### src/design/sfic_pkg.sv
// Shared constants, opcodes and carrier types of the serial flash front end
package sfic_pkg;
  // ---------------------------------------------------------------
  // Timing
  // ---------------------------------------------------------------
  localparam int CLK_MHZ = 100;
  localparam int SW_RESET_US = 300;
  localparam int SW_RESET_CYCLES = SW_RESET_US * CLK_MHZ;
  localparam int POWER_UP_WRITE_DELAY_US = 1000;
  localparam int POWER_UP_WRITE_DELAY_CYCLES = POWER_UP_WRITE_DELAY_US * CLK_MHZ;
  // ---------------------------------------------------------------
  // Opcodes
  // ---------------------------------------------------------------
  localparam logic [7:0] OP_WREN = 8'h06;
  localparam logic [7:0] OP_WRDI = 8'h04;
  localparam logic [7:0] OP_WRSR = 8'h01;
  localparam logic [7:0] OP_PP = 8'h02;
  localparam logic [7:0] OP_QPP = 8'h32;
  localparam logic [7:0] OP_SE = 8'h20;
  localparam logic [7:0] OP_BE32 = 8'h52;
  localparam logic [7:0] OP_BE64 = 8'hD8;
  localparam logic [7:0] OP_CE = 8'hC7;
  localparam logic [7:0] OP_CE_ALT = 8'h60;
  localparam logic [7:0] OP_DPD = 8'hB9;
  localparam logic [7:0] OP_RDPD = 8'hAB;
  localparam logic [7:0] OP_RST_EN = 8'h66;
  localparam logic [7:0] OP_RST = 8'h99;
  localparam logic [7:0] OP_DUAL_OUT = 8'h3B;
  localparam logic [7:0] OP_DUAL_IO = 8'hBB;
  localparam logic [7:0] OP_DUAL_ID = 8'h92;
  localparam logic [7:0] OP_QUAD_OUT = 8'h6B;
  localparam logic [7:0] OP_QUAD_IO = 8'hEB;
  localparam logic [7:0] OP_QUAD_WORD = 8'hE7;
  localparam logic [7:0] OP_QUAD_ID = 8'h94;
  // ---------------------------------------------------------------
  // Lane widths and states
  // ---------------------------------------------------------------
  localparam logic [2:0] LANES_1 = 3'h1;
  localparam logic [2:0] LANES_2 = 3'h2;
  localparam logic [2:0] LANES_4 = 3'h4;
  typedef enum logic [3:0] {
    ST_DESEL = 4'h1,
    ST_OPC = 4'h2,
    ST_DATA = 4'h4,
    ST_IGNORE = 4'h8
  } sfic_state_t;
  typedef struct packed {
    logic sclk;
    logic cs_n;
    logic [3:0] io;
  } sfic_pins_t;
  typedef struct packed {
    logic quad_enable_bit;
    logic pin_func_sel;
    logic srp1;
    logic srp0;
  } sfic_cfg_t;
endpackage : sfic_pkg

### src/design/sfic_top.sv
// Serial flash interface control: pin front end, command gating, pause and resets
`timescale 1ns/1ps
// Operation
// Works with host clock mode 0 or 3; host uses one of them.
// Inputs sampled on rising serial clock, outputs change after falling edge.
// Opcodes 3B, BB, 92 move the data phase onto two lines.
// Opcodes 6B, EB, E7, 94, 32 use four lines including protect and pause pins.
// Four-line opcodes run only when quad enable is set.
// After power-up, no selection until a chip select falling edge is seen.
// While power-on reset is active, ignore all and stay in reset.
// Standby when deselected and no internal write cycle runs.
// Pause with quad and pin select zero: outputs off, clock and input ignored.
// Pause starts or ends on pause pin change while clock is low.
// Chip select high during pause resets the interface and abandons the transfer.
// Opcode 66 then 99 resets the device; instructions refused for 300 us.
// Pin select bit chooses pause (0) or active-low reset (1) for shared pin.
// Reset pin low returns to power-on state and accepts no instruction.
// Quad enable set disables pause and reset; pin is data line 3.
// Hardware reset overrides every other input and aborts all operations.
// In deep power-down only the release instruction is accepted.
// Write-type instructions refused during the power-up write delay.
// Write latch set by write enable; cleared by disable, resets and writes.
// Program and erase refused on a protected region.
// Protect pin low in hardware protection mode blocks status writes.
// Pause does not stop an internal write already in progress.
// Pause pin change with clock high takes effect when clock next low.
// Quad enable set disables protect pin function; pin is data line 2.
module sfic_top #(
  parameter int SW_RESET_CYCLES = sfic_pkg::SW_RESET_CYCLES,
  parameter int POWER_UP_WRITE_DELAY_CYCLES = sfic_pkg::POWER_UP_WRITE_DELAY_CYCLES
) (
  input wire logic clk,
  input wire logic rst,
  input wire sfic_pkg::sfic_pins_t pins,
  input wire sfic_pkg::sfic_cfg_t cfg,
  input wire logic por_active,
  input wire logic write_busy,
  input wire logic region_protected,
  input wire logic tx_enable,
  input wire logic [7:0] tx_byte,
  output logic [3:0] io_out,
  output logic [3:0] io_oe,
  output logic cmd_valid,
  output logic cmd_refused,
  output logic [7:0] cmd_opcode,
  output logic rx_valid,
  output logic [7:0] rx_byte,
  output logic write_latch,
  output logic standby,
  output logic paused,
  output logic in_reset,
  output logic deep_power_down,
  output logic abort_pulse
);
  import sfic_pkg::*;

  if (SW_RESET_CYCLES < 1 || POWER_UP_WRITE_DELAY_CYCLES < 1) begin : g_chk
    $error("Reset and write delay counts must be at least one cycle");
  end

  // ---------------------------------------------------------------
  // Helpers
  // ---------------------------------------------------------------
  function automatic logic [7:0] shift_in(input logic [7:0] sh, input logic [3:0] io,
                                          input logic [2:0] ln);
    case (ln)
      LANES_2: return {sh[5:0], io[1:0]};
      LANES_4: return {sh[3:0], io};
      default: return {sh[6:0], io[0]};
    endcase
  endfunction : shift_in

  function automatic logic [2:0] lanes_of(input logic [7:0] op);
    case (op)
      OP_DUAL_OUT, OP_DUAL_IO, OP_DUAL_ID: return LANES_2;
      OP_QUAD_OUT, OP_QUAD_IO, OP_QUAD_WORD, OP_QUAD_ID, OP_QPP: return LANES_4;
      default: return LANES_1;
    endcase
  endfunction : lanes_of

  function automatic logic is_write_op(input logic [7:0] op);
    case (op)
      OP_WRSR, OP_PP, OP_QPP, OP_SE, OP_BE32, OP_BE64, OP_CE, OP_CE_ALT: return 1'b1;
      default: return 1'b0;
    endcase
  endfunction : is_write_op

  // ---------------------------------------------------------------
  // Pin synchronisers
  // ---------------------------------------------------------------
  sfic_pins_t s1, s2;
  logic d_sclk, d_cs;
  always_ff @(posedge clk or posedge rst) begin
    if (rst) begin
      // Select counts as low until the pin is seen high, so a low pin is no edge
      s1 <= '{sclk: 1'b0, cs_n: 1'b0, io: 4'hF};
      s2 <= '{sclk: 1'b0, cs_n: 1'b0, io: 4'hF};
      d_sclk <= 1'b0;
      d_cs <= 1'b0;
    end else begin
      s1 <= pins;
      s2 <= s1;
      d_sclk <= s2.sclk;
      d_cs <= s2.cs_n;
    end
  end

  // ---------------------------------------------------------------
  // Decode
  // ---------------------------------------------------------------
  sfic_state_t state;
  logic armed, last_66, swr_busy;
  logic [31:0] swr_cnt, pu_cnt;
  logic [7:0] sh, txsh;
  logic [3:0] cnt, tcnt;
  logic [2:0] lanes;
  // Quad mode takes the shared pins away from pause, reset and protect
  wire pin_func_on = !cfg.quad_enable_bit;
  wire hw_reset = pin_func_on && cfg.pin_func_sel && !s2.io[3];
  wire hold_on = pin_func_on && !cfg.pin_func_sel;
  wire rst_int = por_active || hw_reset || swr_busy;
  wire cs_fall = d_cs && !s2.cs_n;
  wire sclk_rise = s2.sclk && !d_sclk;
  wire sclk_fall = !s2.sclk && d_sclk;
  wire act_rise = sclk_rise && !paused && !s2.cs_n;
  wire act_fall = sclk_fall && !paused && !s2.cs_n;
  wire [7:0] op_now = shift_in(sh, s2.io, LANES_1);
  wire op_done = state == ST_OPC && act_rise && cnt == 4'h7;
  wire wp_block = pin_func_on && !cfg.srp1 && cfg.srp0 && !s2.io[2];
  wire wr_latch_need = is_write_op(op_now) && !write_latch;
  // Deep power-down ignores these opcodes too, so the latch keeps its value
  wire latch_clr = !deep_power_down && (op_now == OP_WRDI || is_write_op(op_now));
  wire refuse = (deep_power_down && op_now != OP_RDPD)
    || (pu_cnt != 32'h0000_0000 && (is_write_op(op_now) || op_now == OP_WREN))
    || (lanes_of(op_now) == LANES_4 && !cfg.quad_enable_bit)
    || (op_now == OP_WRSR && wp_block)
    || (is_write_op(op_now) && op_now != OP_WRSR && region_protected)
    || wr_latch_need;
  wire swr_go = op_done && !refuse && op_now == OP_RST && last_66;
  wire [3:0] cnt_next = cnt + {1'b0, lanes};
  wire [7:0] tx_cur = (tcnt == 4'h0) ? tx_byte : txsh;
  wire [3:0] lane_mask = (lanes == LANES_4) ? 4'hF : (lanes == LANES_2) ? 4'h3 : 4'h2;

  // ---------------------------------------------------------------
  // Reset counters and selection arming
  // ---------------------------------------------------------------
  always_ff @(posedge clk or posedge rst) begin
    if (rst) begin
      swr_cnt <= 32'h0000_0000;
      swr_busy <= 1'b0;
      pu_cnt <= 32'(POWER_UP_WRITE_DELAY_CYCLES);
      armed <= 1'b0;
    end else begin
      if (swr_go) begin
        swr_busy <= 1'b1;
        swr_cnt <= 32'(SW_RESET_CYCLES);
      end else if (swr_busy) begin
        swr_cnt <= swr_cnt - 32'h0000_0001;
        swr_busy <= swr_cnt != 32'h0000_0001;
      end
      if (por_active) pu_cnt <= 32'(POWER_UP_WRITE_DELAY_CYCLES);
      else if (pu_cnt != 32'h0000_0000) pu_cnt <= pu_cnt - 32'h0000_0001;
      if (por_active) armed <= 1'b0;
      else if (cs_fall) armed <= 1'b1;
    end
  end

  // ---------------------------------------------------------------
  // Pause tracking
  // ---------------------------------------------------------------
  // Follows the pause pin only while the clock is low, so a change with clock high waits
  always_ff @(posedge clk or posedge rst) begin
    if (rst) begin
      paused <= 1'b0;
      abort_pulse <= 1'b0;
    end else begin
      abort_pulse <= (paused && s2.cs_n) || (hw_reset && !in_reset);
      if (!hold_on || s2.cs_n || rst_int) paused <= 1'b0;
      else if (!s2.sclk) paused <= !s2.io[3];
    end
  end

  // ---------------------------------------------------------------
  // Transfer state machine
  // ---------------------------------------------------------------
  always_ff @(posedge clk or posedge rst) begin
    if (rst) begin
      state <= ST_DESEL;
      sh <= 8'h00;
      cnt <= 4'h0;
      lanes <= LANES_1;
      cmd_valid <= 1'b0;
      cmd_refused <= 1'b0;
      cmd_opcode <= 8'h00;
      rx_valid <= 1'b0;
      rx_byte <= 8'h00;
      last_66 <= 1'b0;
      deep_power_down <= 1'b0;
      write_latch <= 1'b0;
    end else begin
      cmd_valid <= 1'b0;
      cmd_refused <= 1'b0;
      rx_valid <= 1'b0;
      if (rst_int) begin
        state <= ST_DESEL;
        cnt <= 4'h0;
        last_66 <= 1'b0;
        deep_power_down <= 1'b0;
        write_latch <= 1'b0;
      end else if (s2.cs_n) begin
        state <= ST_DESEL;
        cnt <= 4'h0;
      end else begin
        case (state)
          ST_DESEL: begin
            lanes <= LANES_1;
            cnt <= 4'h0;
            if (cs_fall && armed) state <= ST_OPC;
            else if (cs_fall) state <= ST_OPC;
          end
          ST_OPC: begin
            if (!armed) begin
              state <= ST_IGNORE;
            end else if (act_rise) begin
              sh <= op_now;
              cnt <= cnt + 4'h1;
              if (cnt == 4'h7) begin
                cnt <= 4'h0;
                cmd_opcode <= op_now;
                cmd_valid <= !refuse;
                cmd_refused <= refuse;
                state <= refuse ? ST_IGNORE : ST_DATA;
                lanes <= lanes_of(op_now);
                if (!refuse) last_66 <= op_now == OP_RST_EN;
                if (!refuse && op_now == OP_DPD) deep_power_down <= 1'b1;
                if (!refuse && op_now == OP_RDPD) deep_power_down <= 1'b0;
                if (!refuse && op_now == OP_WREN) write_latch <= 1'b1;
                if (latch_clr) begin
                  write_latch <= 1'b0;
                end
              end
            end
          end
          ST_DATA: begin
            if (act_rise) begin
              sh <= shift_in(sh, s2.io, lanes);
              cnt <= cnt_next;
              if (cnt_next == 4'h8) begin
                cnt <= 4'h0;
                rx_valid <= 1'b1;
                rx_byte <= shift_in(sh, s2.io, lanes);
              end
            end
          end
          ST_IGNORE: state <= ST_IGNORE;
          default: state <= ST_DESEL;
        endcase
      end
    end
  end

  // ---------------------------------------------------------------
  // Output drive and standby
  // ---------------------------------------------------------------
  // Drive changes only after falling edges so the host samples stable data
  always_ff @(posedge clk or posedge rst) begin
    if (rst) begin
      io_out <= 4'h0;
      io_oe <= 4'h0;
      txsh <= 8'h00;
      tcnt <= 4'h0;
      standby <= 1'b1;
      in_reset <= 1'b1;
    end else begin
      standby <= s2.cs_n && !write_busy;
      in_reset <= rst_int;
      if (state != ST_DATA || !tx_enable || paused || s2.cs_n || rst_int) begin
        io_oe <= 4'h0;
        if (state != ST_DATA) tcnt <= 4'h0;
      end else if (act_fall) begin
        io_oe <= lane_mask;
        io_out <= (lanes == LANES_4) ? tx_cur[7:4] :
                  (lanes == LANES_2) ? {2'b00, tx_cur[7:6]} : {2'b00, tx_cur[7], 1'b0};
        txsh <= tx_cur << lanes;
        tcnt <= (tcnt + {1'b0, lanes}) & 4'h7;
      end
    end
  end
endmodule : sfic_top

### config.mk
export PLATFORM = sky130hd
export DESIGN_NAME = sfic_top
export DESIGN_NICKNAME = d
export VERILOG_FILES = /design/src/design/sfic_pkg.sv /design/src/design/sfic_top.sv
export SDC_FILE = /design/constraint.sdc
export NUM_CORES = 1
export LEC_CHECK = 0
export BUFFER_PORTS_ARGS = -buffer_cell sky130_fd_sc_hd__buf_2
export CORE_MARGIN = 3
export CORE_UTILIZATION = 25
export DETAILED_ROUTE_END_ITERATION = 8
export GPL_TIMING_DRIVEN = 0
export SKIP_LAST_GASP = 1
export SLEW_MARGIN = 25
export SYNTH_ARGS = -nofsm -noshare
export SYNTH_HDL_FRONTEND = slang
export SYNTH_SLANG_ARGS = --single-unit
### constraint.sdc
create_clock -name clk -period 5.1 [get_ports clk]
set_clock_uncertainty 0.15 [all_clocks]
set_input_delay 0.765 -clock clk [delete_from_list [all_inputs] [get_ports clk]]
set_output_delay 0.765 -clock clk [all_outputs]
set_load 0.02 [all_outputs]
# == Yosys cells after proc, flatten, opt, wreduce, memory -nomap -nowiden ==
# Index checks and enable logic that the tools add are counted.
# totals
input_bits,24
ramBits,0
out_inout_bits,33
mem_count,0
elab_cells,272
rom_bits,0
regBits,144
latch_bits,0
# op_classes
n_addsub,5
n_mux,88
order_cmp,0
n_mul,0
reduce_logical,94
n_div,0
n_eq_ne,49
n_shift,1
n_bitwise,3
# op_table
operator,count
two-way mux 32 bit,4
two-way mux 4 bit,22
equality test 8 bit (second input constant),10
subtractor 32 x 1 -> 32 bit (second input constant),2
two-way mux 1 bit,49
AND reduction 6 bit,6
logical AND 1 bit,33
equality test 8 x 7 -> 1 bit (second input constant),4
!= test 32 x 1 -> 1 bit (second input constant),1
nonzero test 32 bit,1
equality test 8 x 6 -> 1 bit (second input constant),3
two-way mux 7 bit,3
nonzero test 2 bit,10
equality test 8 x 3 -> 1 bit (second input constant),2
zero test 1 bit,16
logical OR 1 bit,16
one-hot mux 4 bit (4 select lines),1
one-hot mux 8 bit (2 select lines),1
one-hot mux 7 bit (2 select lines),1
!= test 4 bit (second input constant),3
one-hot mux 3 bit (2 select lines),2
one-hot mux 4 bit (3 select lines),1
!= test 2 bit (second input constant),5
!= test 5 bit (second input constant),2
30 further kinds,42

# == Depth between registers and ports, before layout ==
# logic_depth
word_depth,20
depth_mapped,10
ltp_nobuf,9

# == Worst setup path before layout ==
# OpenSTA, ideal clock, no wires.
# synth_timing
kind,flip-flop to flip-flop
startpoint,register pu_cnt[18]
endpoint,register swr_cnt[0]
setup_ps,119
synth_period_minus_slack_ps,2836
path_slack_ps,2264
path_buffers,2
required_ps,4831
arrival_time_ps,2568
path_stages_with_launch,9
cell_sequence,dfrtp_1 or4_4 or4b_1 buf_2 nor3_2 a21oi_1 nor4_4 buf_6 nor2_1
# synth_between
elab_chain_cells,12
elab_cells_between_ends,13
cone_classes,1 x mux; 12 x reduce/logical
# synth_lines
item,line,text
from (decl),sfic_top.sv:113,"logic [31:0] swr_cnt, pu_cnt;"
from (signal assigned),sfic_top.sv:151,pu_cnt <= 32'(POWER_UP_WRITE_DELAY_CYCLES);
from (signal assigned),sfic_top.sv:161,if (por_active) pu_cnt <= 32'(POWER_UP_WRITE_DELAY_CYCLES);
from (signal assigned),sfic_top.sv:162,else if (pu_cnt != 32'h0000_0000) pu_cnt <= pu_cnt - 32'h0000_0001;
nonzero test 32 bit (*),sfic_top.sv:134,|| (pu_cnt != 32'h0000_0000 && (is_write_op(op_now) || op_now == OP_WREN))
logical AND 1 bit (*),sfic_top.sv:134,
logical OR 1 bit (*),sfic_top.sv:134,
logical OR 1 bit (*),sfic_top.sv:135,|| (lanes_of(op_now) == LANES_4 && !cfg.quad_enable_bit)
logical OR 1 bit (*),sfic_top.sv:136,|| (op_now == OP_WRSR && wp_block)
logical OR 1 bit (*),sfic_top.sv:137,|| (is_write_op(op_now) && op_now != OP_WRSR && region_protected)
logical OR 1 bit (*),sfic_top.sv:138,|| wr_latch_need;
zero test 1 bit (*),sfic_top.sv:139,wire swr_go = op_done && !refuse && op_now == OP_RST && last_66;
logical AND 1 bit (*) (3 in series),sfic_top.sv:139,
two-way mux 32 bit / nonzero test 2 bit (equally long branches),--,
to (signal assigned),sfic_top.sv:156,swr_cnt <= 32'(SW_RESET_CYCLES);
to (signal assigned),sfic_top.sv:158,swr_cnt <= swr_cnt - 32'h0000_0001;
to (decl),sfic_top.sv:113,
# Every way passes the cells marked *; elsewhere a longest branch is shown, timed or not.
# A chain may end at the register's enable or synchronous reset.

# == Worst setup path in the final report ==
# layout_timing
startpoint,register pu_cnt[18]
endpoint,register swr_cnt[11]
# The elaborated chain is that of the path after synthesis.

==> summary.txt <==
Yosys
  – Top-count cell post-synth: dfrtp_1
  – Net count after synthesis: 790
  – Ys flop type: dfrtp_1
  – EDFF count, synth: 0
  – Post-Syn Instances: 755
  – Ranking of synthesized cells by area: dfrtp_1 (42%), dfstp_2 (6.3%), nor2_1 (4.8%), xnor2_1 (4.7%), mux2i_1 (3.4%)
  – Synth warn: 0
  – Commonest cells in the netlist: dfrtp_1 (124), nor2_1 (96), nand2_1 (44)
  – Seq/Total Area, Yosys: 48.0%
  – Top-area cell type share of the netlist area: 41.6%
  – Seq cells post-synth: 142
  – Synth Cell Area: 7450 um^2
  – Ys async rst share: 100%
  – Netlist cell types: 69
  – Yosys top cell by area: dfrtp_1
  – Mean Syn Cell Area: 9.87 um^2

GRT
  – Initial antenna violation count: 0
  – Tot GR Track Use: 12.0%
  – Largest net degree at the start of global routing: 87
  – First-pass GRT wire length: 30300 um
  – Grt ovf: 0
  – Vias in the first global route: 5759

Placed design
  – Placed instance count: 1195
  – GP Congestion: 0.829
  – Detailed placement HPWL: 12800 um
  – Port bufs: 55
  – Pre-CTS setup slack: 1730 ps

Timing
  – Max Clock Freq: 0.312 GHz
  – RSZ-0062 raised after global routing: false
  – Fin crit period: 3210 ps
  – Setup violators final: 0
  – Setup TNS: 0 ps
  – Endpoints failing hold: 0
  – Final hold slack: 200 ps
  – Worst Tran Pin Value: 970 ps
  – Slew headroom: 34.4%
  – Tcrit/Tclk final: 62.8%
  – Final setup margin: 1890 ps
  – Fin. max-slew vios: 0

Drt
  – DRT Pass-1 Iters: 5
  – Drc violations: 0
  – Iter 0 DRT Violations: 376
  – Post-route ant nets: 0
  – Vias: 5833
  – Wire length per cell: 14.9 um
  – Final WL: 18300 um
  – Via/cell ratio: 4.75

Run status
  – Outcome: finished clean

Worst setup path
  – CP Max Fanout: 10
  – Worst R2R Setup Slack: 1890 ps
  – FF-to-FF End: swr_cnt[11]
  – Critical R2R Launch: pu_cnt[18]
  – FF-to-FF path depth: 8
  – Setup crit end kind: register
  – Worst Path Arrival: 3380 ps
  – Worst Path Required: 5270 ps
  – Crit path kind: register to register
  – Setup crit start kind: register

Clocking
  – CTS tree: built
  – Root buf cell: clkbuf_16
  – Hold buffer count at CTS: 0
  – Maximum buffer depth of the clock tree: 2
  – Register clock-pin slew on the reported worst setup and hold paths: 60 ps
  – Clk_lat worst skew: 430 ps
  – Post-CTS Setup Inserts: 0
  – Resized Gates After CTS: 0
  – Clk sinks: 142
  – H-tree depth: 4
  – Num CTS Buffers: 17

Pwr
  – Leakage: 3.70 nW
  – Sw Share: 25.2%
  – P per Cell Area: 317 nW/um^2
  – Net Sw Power: 0.708 mW
  – Clk network pwr share: 47.0%
  – Reg power frac: 44.4%
  – Maximum VDD drop: 0.209 mV
  – Logic gate share of total power: 8.6%
  – Int Power: 2.11 mW

Floorplanning
  – Top Ports: 57
  – Die Y: 179 um
  – Die ar.: 31900 um^2
  – Die X: 179 um
  – Initial core utilization: 25.7%
  – Row count: 62
  – Core Region: 29000 um^2

Cells and area
  – NumNets Final: 865
  – Layout cells sized above 1: 18.4%
  – # diodes: 0
  – Synthesis-to-finish area growth: 19.2%
  – Final Non-Filler Cells: 1227
  – Final core occ: 30.6%

Worst hold path
  – Worst Hold Class: input port to async pin

Job
  – # Max-Cap Violations: 0
## layout by cell type (no fill, tap or decap), types with 9 or more instances in the layout
master / n
dfrtp_1: 124
nor2_1: 96
buf_2: 58
nand2_1: 44
xnor2_1: 40
nor3_1: 38
o21ai_0: 35
clkbuf_1: 33
a21oi_1: 31
mux2i_1: 25
nor4_1: 21
mux2_2: 19
nand3_1: 18
dfstp_2: 18
inv_1: 17
xor2_1: 17
clkbuf_16: 17
nand2b_1: 13
or3_1: 12
nor2b_1: 12
o22ai_1: 10
ha_1: 9
## power by group through the flow
stage	sequential, mW	combinational [mW]	clock (mW)
6_report	1.25	0.242	1.32
5_1_grt	1.26	0.274	1.41
4_1_cts	1.25	0.245	1.36
3_5_place_dp	1.27	0.244	0
3_3_place_gp	1.27	0.237	0
2_1_floorplan	1.26	0.179	0
## how the worst max path moves through the flow
stage	start	endpoint	depth (start not counted)
2_1_floorplan	rst	abort_pulse	1
3_3_place_gp	rst	rx_valid	2
3_5_place_dp	state[1]	sh[1]	7
4_1_cts	state[3]	sh[1]	7
5_1_grt	state[2]	txsh[2]	8
6_report	pu_cnt[18]	swr_cnt[11]	8
## metal layers
metal | global-route usage (%) | vias up | part of all wire, %
met1 | 16.5 | 2856 | 48
met4 | 3.51 | 0 | 0.79
li1 | - | 2860 | -
met5 | 0 | - | 0
met3 | 4.26 | 8 | 6.5
met2 | 17.7 | 109 | 45
## per-stage QoR
| step | total power, mW | instance area [um^2] |
|---|---|---|
| 2_1_floorplan | 1.43 | 7450 |
| 3_3_place_gp | 1.50 | 8210 |
| 3_5_place_dp | 1.51 | 8250 |
| 4_1_cts | 2.85 | 8870 |
| 5_1_grt | 2.94 | 8880 |
| 6_report | 2.82 | 8880 |
## worst max-delay path: stages (launching register included)
cell and delay, ps:
dfrtp_1 430, or4_4 570, or4b_1 460, buf_2 200, nor3_2 250, a21oi_1 140, nor4_4 610, buf_6 230
nor2_1 60
## registers in the layout, summed over array words and instances (netlist names), 3 cells and up
signal and count:
s1 6, tcnt 3, cnt 4, sh 7
io_oe 3, pu_cnt 32, rx_byte 8, lanes 3
swr_cnt 32, txsh 8, cmd_opcode 8, state 4
s2 5, io_out 4
## cell families after synthesis
| kind of cell | count (synthesis) | synth area share [%] |
|---|---|---|
| AOI/OAI and AO/OA | 128 | 11.1 |
| buffers and inverters | 57 | 3.17 |
| and+or+nand+nor | 316 | 22.7 |
| xor gates and xnor gates | 57 | 6.70 |
| adders and majority gates | 11 | 2.05 |
| muxes | 44 | 6.23 |
| DFF | 142 | 48.0 |
## final cells by class
type,count,area [um^2]
Fill cell,3060,20100
Inverter,19,78.8
Multi-Input combinational cell,556,3660
Clock inverter,13,189
Buffer,38,165
Sequential cell,142,3580
Tap cell,384,480
Clock buffer,19,433
Timing Repair Buffer,56,303
(Power assumes the default switching activity.)
